===== src/irq_regs_pkg.sv =====
// constants, field layout and state types of the interrupt enable and priority register slice
package irq_regs_pkg;
   // ==========================================================
   // register bus
   localparam int          ADDR_W      = 4;
   localparam int          DATA_W      = 16;
   localparam logic [3:0]  ADR_WAKE_EN = 4'h0;  // wake_irq_enable_5
   localparam logic [3:0]  ADR_PRI0    = 4'h1;  // irq_priority_0
   localparam logic [3:0]  ADR_PRI1    = 4'h2;  // irq_priority_1
   localparam logic [3:0]  ADR_PRI2    = 4'h3;  // irq_priority_2
   localparam logic [3:0]  ADR_PRI3    = 4'h4;  // irq_priority_3
   localparam logic [3:0]  ADR_PRI4    = 4'h5;  // irq_priority_4
   localparam logic [3:0]  ADR_STAT    = 4'h6;  // sticky event status, write one to clear
   localparam logic [3:0]  ADR_MASK    = 4'h7;  // event mask
   // ==========================================================
   // priority fields
   localparam int          LVL_W       = 3;
   localparam logic [2:0]  LVL_RST     = 3'h4;  // level 4 after reset
   localparam logic [2:0]  LVL_OFF     = 3'h0;  // source disabled
   localparam int          NFLD        = 18;
   localparam int          NSRC        = NFLD + 1;
   localparam int          SRC_W       = 5;
   localparam logic [4:0]  WAKE_IDX    = 5'h12;
   localparam int          WAKE_EN_BIT = 0;
   // field i lives in register FLD_REG[i] at bit FLD_LSB[i]; index is the tie order
   localparam logic [3:0]  FLD_REG [NFLD] = '{
      ADR_PRI0, ADR_PRI0, ADR_PRI0, ADR_PRI0,   // ext 0, capture 1, compare 1, timer 1
      ADR_PRI1, ADR_PRI1, ADR_PRI1,             // capture 2, compare 2, timer 2
      ADR_PRI2, ADR_PRI2, ADR_PRI2, ADR_PRI2,   // timer 3, spi fault, spi event, rx
      ADR_PRI3, ADR_PRI3, ADR_PRI3,             // tx, adc done, nonvolatile mem
      ADR_PRI4, ADR_PRI4, ADR_PRI4, ADR_PRI4};  // i2c slave, i2c master, comparator, pin change
   localparam int          FLD_LSB [NFLD] = '{
      0, 4, 8, 12,  4, 8, 12,  0, 4, 8, 12,  0, 4, 12,  0, 4, 8, 12};
   // ==========================================================
   // event status bits
   localparam int          NEVT        = 2;
   localparam int          EVT_WAKE    = 0;     // enabled wake request arrived
   localparam int          EVT_REQ     = 1;     // request to the core raised
   // ==========================================================
   // carriers
   typedef struct packed {
      logic              req;
      logic [2:0]        level;
      logic [SRC_W-1:0]  src;
   } cpu_req_t;

   typedef struct packed {
      logic [NFLD-1:0][LVL_W-1:0] lvl;
      logic                       wake_en;
      logic [NEVT-1:0]            stat;
      logic [NEVT-1:0]            mask;
      logic [DATA_W-1:0]          rdata;
      cpu_req_t                   cpu;
      logic                       wake_seen;
   } regs_state_t;
endpackage


===== src/irq_level_arbiter.sv =====
// combinational picker of the highest pending interrupt level
`timescale 1ns/1ns
module irq_level_arbiter
   import irq_regs_pkg::*;
#(
   parameter int N = NSRC
) (
   input  wire logic [N-1:0]            pend_i,
   input  wire logic [N-1:0][LVL_W-1:0] lvl_i,
   output logic                         valid_o,
   output logic [LVL_W-1:0]             level_o,
   output logic [SRC_W-1:0]             src_o
);
   logic [N-1:0][LVL_W-1:0] eff;

   // ==========================================================
   // per source effective level, zero when idle or disabled
   genvar g;
   generate
      for (g = 0; g < N; g++) begin : g_eff
         assign eff[g] = pend_i[g] ? lvl_i[g] : LVL_OFF;
      end
   endgenerate

   // ==========================================================
   // strict greater keeps the lowest index on a tie
   always_comb begin
      level_o = LVL_OFF;
      src_o   = '0;
      for (int i = 0; i < N; i++) begin
         if (eff[i] > level_o) begin
            level_o = eff[i];
            src_o   = SRC_W'(i);
         end
      end
      valid_o = (level_o != LVL_OFF);
   end
endmodule // irq_level_arbiter


===== src/irq_enable_priority_regs.sv =====
// interrupt enable and priority register slice with request selection
//
// Local design decisions: the plain strobed port and the register addresses.
`timescale 1ns/1ns
// Function
// - each priority field is three bits and 111 is level 7, the highest.
// - 001 is level 1, the lowest serviced, and codes between map to levels 2 to 6.
// - 000 disables the source so it never reaches the core.
// - every priority field resets to 100, level 4.
// - bit 0 of the wake enable register gates the wake request and resets to zero.
// - bits 15 to 1 of the wake enable register and reserved priority bits read zero.
// - priority 0 holds timer 1, compare 1, capture 1 and external 0 levels.
// - priority 1 holds timer 2, compare 2 and capture 2, with bits 3-0 reserved.
// - priority 2 holds serial rx, spi event, spi fault and timer 3 levels.
// - priority 3 holds memory, adc done and serial tx, with 11-7 and 3 reserved.
// - priority 4 holds pin change, comparator, i2c master and i2c slave levels.
module irq_enable_priority_regs
   import irq_regs_pkg::*;
#(
   parameter logic [2:0] WAKE_LEVEL = LVL_RST
) (
   input  wire logic              mclk_i,
   input  wire logic              sys_rst_i,
   input  wire logic              ce_i,
   input  wire logic [ADDR_W-1:0] addr_i,
   input  wire logic [DATA_W-1:0] wdata_i,
   input  wire logic              wr_i,
   input  wire logic              rd_i,
   output logic      [DATA_W-1:0] rdata_o,
   input  wire logic [NFLD-1:0]   src_pend_i,
   input  wire logic              wake_pend_i,
   output cpu_req_t               cpu_o,
   output logic                   irq_o
);
   regs_state_t             st_ff;
   regs_state_t             nxt_st;
   logic [NSRC-1:0]         arb_pend;
   logic [NSRC-1:0][2:0]    arb_lvl;
   logic                    arb_valid;
   logic [LVL_W-1:0]        arb_level;
   logic [SRC_W-1:0]        arb_src;
   logic [NEVT-1:0]         evt;

   // ==========================================================
   // arbiter inputs: wake source joins at a fixed level behind its enable
   assign arb_pend = {wake_pend_i & st_ff.wake_en, src_pend_i};
   assign arb_lvl  = {WAKE_LEVEL, st_ff.lvl};

   irq_level_arbiter #(
      .N       (NSRC)
   ) u_arb (
      .pend_i  (arb_pend),
      .lvl_i   (arb_lvl),
      .valid_o (arb_valid),
      .level_o (arb_level),
      .src_o   (arb_src)
   );

   // ==========================================================
   // events that set sticky status bits
   always_comb begin
      evt           = '0;
      evt[EVT_WAKE] = arb_pend[WAKE_IDX] & ~st_ff.wake_seen;
      evt[EVT_REQ]  = arb_valid & ~st_ff.cpu.req;
   end

   // ==========================================================
   // next state: register writes, read data, status, request to core
   always_comb begin
      nxt_st = st_ff;
      if (ce_i) begin
         nxt_st.rdata = '0;
         // read data stand only in the cycle after the strobe
         if (rd_i) begin
            for (int i = 0; i < NFLD; i++) begin
               if (addr_i == FLD_REG[i]) begin
                  nxt_st.rdata[FLD_LSB[i] +: LVL_W] = st_ff.lvl[i];
               end
            end
            case (addr_i)
               ADR_WAKE_EN: nxt_st.rdata[WAKE_EN_BIT] = st_ff.wake_en;
               ADR_STAT:    nxt_st.rdata[NEVT-1:0]    = st_ff.stat;
               ADR_MASK:    nxt_st.rdata[NEVT-1:0]    = st_ff.mask;
               default:     ;
            endcase
         end
         // writes touch only implemented bits
         if (wr_i) begin
            for (int i = 0; i < NFLD; i++) begin
               if (addr_i == FLD_REG[i]) begin
                  nxt_st.lvl[i] = wdata_i[FLD_LSB[i] +: LVL_W];
               end
            end
            case (addr_i)
               ADR_WAKE_EN: nxt_st.wake_en = wdata_i[WAKE_EN_BIT];
               ADR_STAT:    nxt_st.stat    = st_ff.stat & ~wdata_i[NEVT-1:0];
               ADR_MASK:    nxt_st.mask    = wdata_i[NEVT-1:0];
               default:     ;
            endcase
         end
         // a set in the clearing cycle wins
         nxt_st.stat      = nxt_st.stat | evt;
         nxt_st.wake_seen = arb_pend[WAKE_IDX];
         // registered request to the core
         nxt_st.cpu.req   = arb_valid;
         nxt_st.cpu.level = arb_level;
         nxt_st.cpu.src   = arb_src;
      end
   end

   // ==========================================================
   // state register with synchronous reset
   always_ff @(posedge mclk_i) begin
      if (sys_rst_i) begin
         st_ff           <= '0;
         st_ff.lvl       <= {NFLD{LVL_RST}};
      end else begin
         st_ff <= nxt_st;
      end
   end

   // ==========================================================
   // outputs
   assign rdata_o = st_ff.rdata;
   assign cpu_o   = st_ff.cpu;
   assign irq_o   = |(st_ff.stat & st_ff.mask);
endmodule // irq_enable_priority_regs


===== config.mk =====
export PLATFORM = sky130hd
export DESIGN_NAME = irq_enable_priority_regs
export DESIGN_NICKNAME = d
export VERILOG_FILES = /design/src/irq_regs_pkg.sv /design/src/irq_level_arbiter.sv /design/src/irq_enable_priority_regs.sv
export SDC_FILE = /design/constraint.sdc
export NUM_CORES = 1
export LEC_CHECK = 0
export BUFFER_PORTS_ARGS = -buffer_cell sky130_fd_sc_hd__buf_2
export CELL_PAD_IN_SITES_DETAIL_PLACEMENT = 0
export CELL_PAD_IN_SITES_GLOBAL_PLACEMENT = 2
export CORE_MARGIN = 5
export CORE_UTILIZATION = 37
export CTS_CLUSTER_SIZE = 25
export DETAILED_ROUTE_END_ITERATION = 12
export PLACE_DENSITY = 0.94
export SLEW_MARGIN = 20
export SYNTH_ARGS = -nofsm -noshare
export SYNTH_HDL_FRONTEND = slang
export SYNTH_SLANG_ARGS = --single-unit

===== constraint.sdc =====
create_clock -name mclk_i -period 69.2 [get_ports mclk_i]
set_clock_uncertainty 0.05 [all_clocks]
set_input_delay 6.92 -clock mclk_i [delete_from_list [all_inputs] [get_ports mclk_i]]
set_output_delay 6.92 -clock mclk_i [all_outputs]
set_load 0.03 [all_outputs]

# After elaboration in Yosys (flattened, before gate mapping)
# Cells that the tools add are included.
classes:
  magnitude_cmp: 19
  eq_ne: 15
  muxes: 103
  bitwise_logic: 9
  reduce_logical: 10
ops:
  columns: ["op", "n"]
  rows:
  - ["3-bit 2-to-1 mux", 82]
  - ["59-bit 2-to-1 mux", 2]
  - ["3-bit > comparator", 18]
  - ["4-bit 2-to-1 mux", 8]
  - ["3-bit AND reduction", 7]
  - ["4-bit by 3-bit == test with 1-bit output (second input constant)", 4]
  - ["2-bit by 1-bit != test with 1-bit output (second input constant)", 8]
  - ["5-bit 2-to-1 mux", 3]
  - ["4-bit by 2-bit == test with 1-bit output (second input constant)", 2]
  - ["2-bit 2-to-1 mux", 4]
  - ["2-bit bitwise AND", 2]
  - ["4-bit by 1-bit == test with 1-bit output (second input constant)", 1]
  - ["4-bit logical NOT", 1]
  - ["1-bit bitwise AND", 3]
  - ["3-bit by 1-bit > comparator with 1-bit output (second input constant)", 1]
  - ["1-bit case mux with 3 select lines", 1]
  - ["3-bit nonzero test", 1]
  - ["1-bit 2-to-1 mux", 2]
  - ["1-bit inverter", 2]
  - ["2-bit inverter", 1]
  - ["2-bit bitwise OR", 1]
  - ["1-bit case mux with 2 select lines", 1]
  - ["2-bit OR reduction", 1]
word_totals:
  ff_bits: 81
  input_bits: 44
  output_inout_bits: 26

# Depth between registers and ports, before layout
# Gate-level depths: netlist of the first run.
depth:
  depth_word: 42
  depth_mapped: 108

# Cells and area by module
# From an unflattened synthesis of the first run, not the netlist that was laid out.
hier_totals:
  hier_cells: 838
  area_unflattened_um2: 6366.1
by_module_without_submodules:
  columns: ["mod", "n_inst", "cells_per_inst", "area_each_um2", "seq_area_each_um2"]
  rows:
  - ["irq_enable_priority_regs", 1, 422, 3643.5, 1621.6]
  - ["irq_level_arbiter", 1, 416, 2722.6, 0.0]

# Worst setup path after synthesis of the first run
# OpenSTA, ideal clock, no wires.
synth_timing:
  kind: "input -> register"
  start: "input src_pend_i[1]"
  end: "register st_ff, in the netlist cpu_o[7]"
  setup_ns: 0.085
  t_arrival_ns: 26.678
  required_time_ns: 69.065
  setup_slack_ns: 42.387
  stages: 103
  path_buffers: 0
  path_cell_list: "nand2_1 > inv_1 > ha_1 > and3_1 > a21oi_2 > mux2_4 > ha_1 > nand2b_1 > a21oi_2 > nand2_1 > nand2_1 > o21ai_0 > ha_1 > nand2b_1 > a21o_1 > nor2_1 > nor2_1 > a21oi_1 > [67 not listed] > ha_1 > nand3b_1 > a32oi_1 > nor2_1 > a22oi_1 > a21boi_1 > a41oi_4 > inv_2 > ha_1 > inv_1 > a21o_1 > a21oi_1 > a21oi_1 > ha_1 > nand2b_1 > o311a_1 > mux2_4 > o31ai_2"
synth_via:
  elab_chain_cells: 37
synth_rtl:
  columns: ["item", "line", "source"]
  rows:
  - ["start, declared", "irq_enable_priority_regs.sv:30", "input wire logic [NFLD-1:0] src_pend_i,"]
  - ["3-bit 2-to-1 mux (*)", "irq_level_arbiter.sv:21", "assign eff[g] = pend_i[g] ? lvl_i[g] : LVL_OFF;"]
  - ["3-bit > comparator", "irq_level_arbiter.sv:31", "if (eff[i] > level_o) begin"]
  - ["3-bit 2-to-1 mux (*)", "irq_level_arbiter.sv:31", null]
  - ["3-bit > comparator", "irq_level_arbiter.sv:31", null]
  - ["3-bit 2-to-1 mux (*)", "irq_level_arbiter.sv:31", null]
  - ["3-bit > comparator", "irq_level_arbiter.sv:31", null]
  - ["3-bit 2-to-1 mux (*)", "irq_level_arbiter.sv:31", null]
  - ["3-bit > comparator", "irq_level_arbiter.sv:31", null]
  - ["[21 not listed]", null, null]
  - ["3-bit > comparator", "irq_level_arbiter.sv:31", null]
  - ["3-bit 2-to-1 mux (*)", "irq_level_arbiter.sv:31", null]
  - ["3-bit > comparator", "irq_level_arbiter.sv:31", null]
  - ["3-bit 2-to-1 mux (*)", "irq_level_arbiter.sv:31", null]
  - ["3-bit > comparator", "irq_level_arbiter.sv:31", null]
  - ["3-bit 2-to-1 mux (*)", "irq_level_arbiter.sv:31", null]
  - ["3-bit > comparator", "irq_level_arbiter.sv:31", null]
  - ["3-bit 2-to-1 mux (*)", "irq_level_arbiter.sv:31", null]
  - ["end signal, assigned", "irq_enable_priority_regs.sv:118", "st_ff <= nxt_st;"]
  - ["end, declared", "irq_enable_priority_regs.sv:35", "regs_state_t st_ff;"]
# Mark *: on every way between the ends. The rest lies on a longest branch, timed or not.
# A chain may end at the register's enable or synchronous reset.

# Final worst setup path of the first run
# Ends and elaborated chain as after synthesis.

==> qor.yml, run 1 <==
finalHoldViolations: 0
worst-path-max-fanout: 9
cp_common_cell: "ha_1"
end_kind: "register"
antenna_cells: 0
antenna_found_initial: 0
layout_commonest_cell: "nand2_1"
place_hpwl_um: 14940
min_period_over_period: 0.4355
rsz0062_at_grt: "no"
gp_congestion: 0.9048
setup_viol: 0
nets: 996
r2r-end: "cpu_o[7]"
placementRows: 47
yosys_warnings: 0
arrival_ns: 30.34
tns_ns: 0
viasPerCell: 5.428
grt_pass1_vias: 5585
async_flop_share: 0
syn_inst: 874
holdCritPathClass: "reg2reg"
ioPinCount: 70
slowest_stage: "a32oi_1"
dieArea_mm2: 0.01968
start_kind: "primary input"
cts_resized: 0
period_needed_ns: 30.14
wl_per_cell_um: 16.93
r2r_cells: 101
dieHeight_um: 140.3
drc: 0
r2r_slack_ns: 45.42
track_usage: 0.1893
max_stage_delay_ns: 0.55
syn2layout_area_growth_pct: 10.34
worstSetupEndpoint: "cpu_o[7]"
drive_above_1_share: 0.1326
r2r-start: "arb_lvl[2]"
maxCapViolCount: 0
post_cts_buffers: 0
cts_made_buffers: 9
final_cell_area_mm2: 0.006930
avgSynthCellArea_um2: 7.187
drt_iter0_drc: 524
totalWireLength_um: 19050
cts_tree: "yes"
core_mm2: 0.01664
grt_max_degree: 64
cp-startpoint: "src_pend_i[1]"
synth_cell_types: 79
most-common-layout-cells: "nand2_1, a21oi_1, dfxtp_1"
initial_core_util: 0.3774
maxSlewViolCount: 0
ant_nets: 0
cts_sinks: 81
synth-edff-count: 0
yosys_most_used_dff: "dfxtp_1"
io_buffers: 61
netlist_area_mm2: 0.006281
clk_latency_ns: 0.34
synth_seq_cells: 81
grt-ovfl-total: 0
die_w_um: 140.3
via_count: 6106
path_clk_slew_ns: 0.06
post-route-util: 0.4164
cts_hold_buf: 0
max_freq_mhz: 33.18
drt_pre_antenna_iters: 5
cts_root_buffer: "clkbuf_16"
tightest_slew_ns: 1.051
yosysSeqAreaShare: 0.2582
crit_type: "in2reg"
status: "finished clean"
slew_headroom: 0.2941
max-clock-path-buffers: 2
placedInstanceArea_mm2: 0.006610
h-tree-depth: 3
crit_required_ns: 69.40
grt_pass1_wl_um: 30030
==> synth_stat cells, types with 5 or more instances <==
master    count  share of area
or3_1         6         0.0060
nor3_1       13          0.010
nor2_1       57          0.034
a21oi_1      92          0.073
buf_4        25          0.030
a31oi_1      10          0.010
nand2_1     209           0.12
o21a_1        6         0.0072
and3_1        8         0.0080
and2_1       31          0.031
a21oi_2       5         0.0070
a21o_1        7         0.0084
nor2b_1       9         0.0090
a22oi_1      14          0.017
nand2b_1      7         0.0070
mux2i_1       7          0.011
clkbuf_1     28          0.017
dfxtp_1      81           0.26
ha_1         52           0.10
o21ai_0      36          0.029
nand3b_1     14          0.017
nand3_1      37          0.029
inv_1        25          0.015
a21boi_0      6         0.0072
==> cell families after synthesis <==
family / after synthesis / synth area share
muxes: 12 / 0.02131
and+or+nand+nor: 411 / 0.3004
buffers and inverters: 82 / 0.06394
adders and majority gates: 52 / 0.1036
other: 1 / 0.0005970
AOI/OAI and AO/OA: 235 / 0.2520
DFF: 81 / 0.2582
==> critical path, delay by kind of cell <==
kind | cells | cell delay [ns]
fa+ha+maj | 18 | 4.87
simple gates | 38 | 6.38
mux | 3 | 1.06
compound gates | 39 | 10.65
buf+inv | 5 | 0.43
==> how the worst min path moves through the flow <==
stage	cells after the start	slack, ns	startpoint	endpoint
after floorplan	2	0.39	arb_lvl[22]	arb_lvl[22]
after global placement	2	0.40	cpu_o[0]	cpu_o[0]
after detailed placement	2	0.40	cpu_o[0]	cpu_o[0]
after global routing	2	0.45	rdata_o[1]	rdata_o[1]
after CTS	2	0.41	cpu_o[0]	cpu_o[0]
final	2	0.41	cpu_o[0]	cpu_o[0]
==> routing by layer <==
metal | vias to the layer above | part of all wire | track usage
li1 | 3119 | - | -
met1 | 2833 | 0.50 | 0.2848
met2 | 138 | 0.44 | 0.2878
met3 | 16 | 0.044 | 0.01943
met4 | 0 | 0.014 | 0.04844
met5 | - | 0 | 0
==> state kept, by name (all words and copies together) (netlist names) <==
register,count
st_ff,6
cpu_o,9
rdata_o,12
arb_lvl,54
==> layout make-up <==
class	instances	area [µm²]
multi-input cells	714	4269
clock buffers	9	225.2
clock inverters	7	95.09
fillers	1765	9712
inverters	29	108.9
repair buffers	65	335.3
well taps	220	275.3
flip-flops and latches	81	1622
==> per-stage QoR <==
step | worst slack, ns | hold slack, ns | std cells
floorplan | 42.39 | 0.3913 | 877
global placement | 39.03 | 0.4043 | 1109
detailed placement | 38.89 | 0.4022 | 1109
CTS | 39.15 | 0.4121 | 1125
global route | 36.93 | 0.4451 | 1125
finish | 39.06 | 0.4109 | 1125
Power of run 1 is left out: the tool's default activity adds up to more than one toggle a clock period on the data nets, which glitch-free logic cannot reach.
==> run 2, diff against run 1 <==
- CORE_UTILIZATION: 37 -> 34
- PLACE_DENSITY: 0.94 -> 0.88
- clock period: 69.2 -> 31.1 ns (I/O delays scaled with it)
==> run 2 against run 1 <==
  * Critical path type unchanged
  * Core utilization down 3.3 points
  * Global-route usage shrank 0.74 points
  * Worst hold slack better by 0.0080 ns
  * Non-clock buffer count is the same
  * First-iteration DRC count decreased by 13%
  * Via count fell by 0.26%
  * Setup slack worse by 34 ns
  * Sequential cell count unchanged
  * Count of clock-buffer cells in the layout increased by 1
==> qor.yml, run 2 (synthesis gave the netlist of run 1 again) <==
via_count: 6090  # -0.26%
dieArea_mm2: 0.02129  # +8.2%
max_freq_mhz: 37.89
io_buffers: 61  # unchanged
die_w_um: 145.9  # +4.0%
path_clk_slew_ns: 0.06  # about the same
max_stage_delay_ns: 0.54  # about the same
hold_depth: 2  # unchanged
layout_commonest_cell: "nand2_1"
viasPerCell: 5.375  # -0.97%
place_hpwl_um: 15400  # +3.0%
antenna_cells: 0  # unchanged
track_usage: 0.1819  # -0.007361
finalHoldViolations: 0  # unchanged
nets: 996  # unchanged
wl_per_cell_um: 17.23  # +1.8%
antenna_found_initial: 1  # +1
worst-path-max-fanout: 9  # unchanged
grt_pass1_vias: 5883  # +5.3%
drt_iter0_drc: 458  # -13%
maxSlewViolCount: 0  # unchanged
most-common-layout-cells: "nand2_1, a21oi_1, dfxtp_1"
start_kind: "primary input"
final.fill_count: 1935  # +9.6%
gp_congestion: 0.8584  # -5.1%
grt_max_degree: 64  # unchanged
cts_sinks: 81  # unchanged
drive_above_1_share: 0.1305  # -0.002066
crit_buf_inv: 5  # unchanged
post_cts_buffers: 0  # unchanged
placementRows: 49  # +4.3%
clk_latency_ns: 0.34  # about the same
drc: 0  # unchanged
maxCapViolCount: 0  # unchanged
r2r-end: "cpu_o[7]"
syn2layout_area_growth_pct: 10.36  # about the same
initial_core_util: 0.3473  # -0.03013
grt_pass1_wl_um: 31340  # +4.4%
holdCritPathClass: "reg2reg"
setup_viol: 0  # unchanged
cts_made_buffers: 9  # unchanged
period_needed_ns: 26.39
slew_headroom: 0.2838  # -0.01032
dieHeight_um: 145.9  # +4.0%
cts_root_buffer: "clkbuf_16"
crit_required_ns: 31.30  # -38.10 ns
slowest_stage: "a32oi_1"
multi_input_area_mm2: 0.004269  # unchanged
min_period_over_period: 0.8487
rsz0062_at_grt: "no"
status: "finished clean"
r2r_slack_ns: 7.26  # -38.16 ns
h-tree-depth: 3  # unchanged
drt_pre_antenna_iters: 7  # +2
crit_family: "compound AO/OA/AOI/OAI gates"
cp_common_cell: "ha_1"
max-clock-path-buffers: 2  # unchanged
ioPinCount: 70  # unchanged
ant_nets: 0  # unchanged
cts_resized: 0  # unchanged
r2r_cells: 101  # unchanged
end_kind: "register"
cts_hold_buf: 0  # unchanged
worstSetupEndpoint: "cpu_o[7]"
core_mm2: 0.01809  # +8.7%
cts_tree: "yes"
seq_area_mm2: 0.001622  # unchanged
cp-startpoint: "src_pend_i[1]"
tightest_slew_ns: 1.066  # +0.01537 ns
grt-ovfl-total: 0  # unchanged
r2r-start: "arb_lvl[2]"
crit_type: "in2reg"
path_depth: 103  # unchanged
tns_ns: 0  # unchanged
largest_reg_flops: 54  # unchanged
totalWireLength_um: 19520  # +2.5%
arrival_ns: 26.59  # -3.75 ns
## run 2: worst min path at each step
stage | from | slack, ns | endpoint
2_1_floorplan | arb_lvl[22] | 0.39 | arb_lvl[22]
3_3_place_gp | rdata_o[1] | 0.41 | rdata_o[1]
3_5_place_dp | rdata_o[1] | 0.41 | rdata_o[1]
4_1_cts | rdata_o[1] | 0.42 | rdata_o[1]
5_1_grt | arb_lvl[3] | 0.45 | arb_lvl[3]
6_report | rdata_o[1] | 0.42 | rdata_o[1]
## run 2: final cells by class
cell class | count | share of cell area
Multi-Input combinational cell | 714 | 0.6159
Sequential cell | 81 | 0.2339
Timing Repair Buffer | 65 | 0.04838
Tap cell | 229 | 0.04134
Clock buffer | 10 | 0.03303
Inverter | 29 | 0.01570
Clock inverter | 5 | 0.01173
## run 2: per-stage QoR
stage / setup slack (ns) / cell area [µm²] / std cells / utilization / hold WS (ns)
5_1_grt: 2.584 / 6932 / 1133 / 0.3833 / 0.4521
6_report: 4.707 / 6932 / 1133 / 0.3833 / 0.4189
2_1_floorplan: 8.097 / 6292 / 877 / - / 0.3913
3_5_place_dp: 4.439 / 6621 / 1118 / 0.3661 / 0.4104
3_3_place_gp: 4.554 / 6621 / 1118 / 0.3661 / 0.4067
4_1_cts: 4.720 / 6932 / 1133 / 0.3833 / 0.4188
## run 2: worst reg2reg max path: cells and delay by family, from the launching register on
kind | cells | cell delay (ns)
muxes | 3 | 1.07
adders and majority gates | 18 | 5.00
buffers and inverters | 3 | 0.25
and+or+nand+nor | 39 | 6.51
DFF | 1 | 0.39
AOI/OAI and AO/OA | 38 | 10.49
## run 2: layer usage
metal	track usage	vias to the layer above	wire, µm
li1	-	3125	-
met5	0	-	0
met2	0.2933	141	8717
met1	0.2614	2804	9705
met4	0.04986	0	292
met3	0.01401	20	806
Power of run 2 is left out for the same reason.
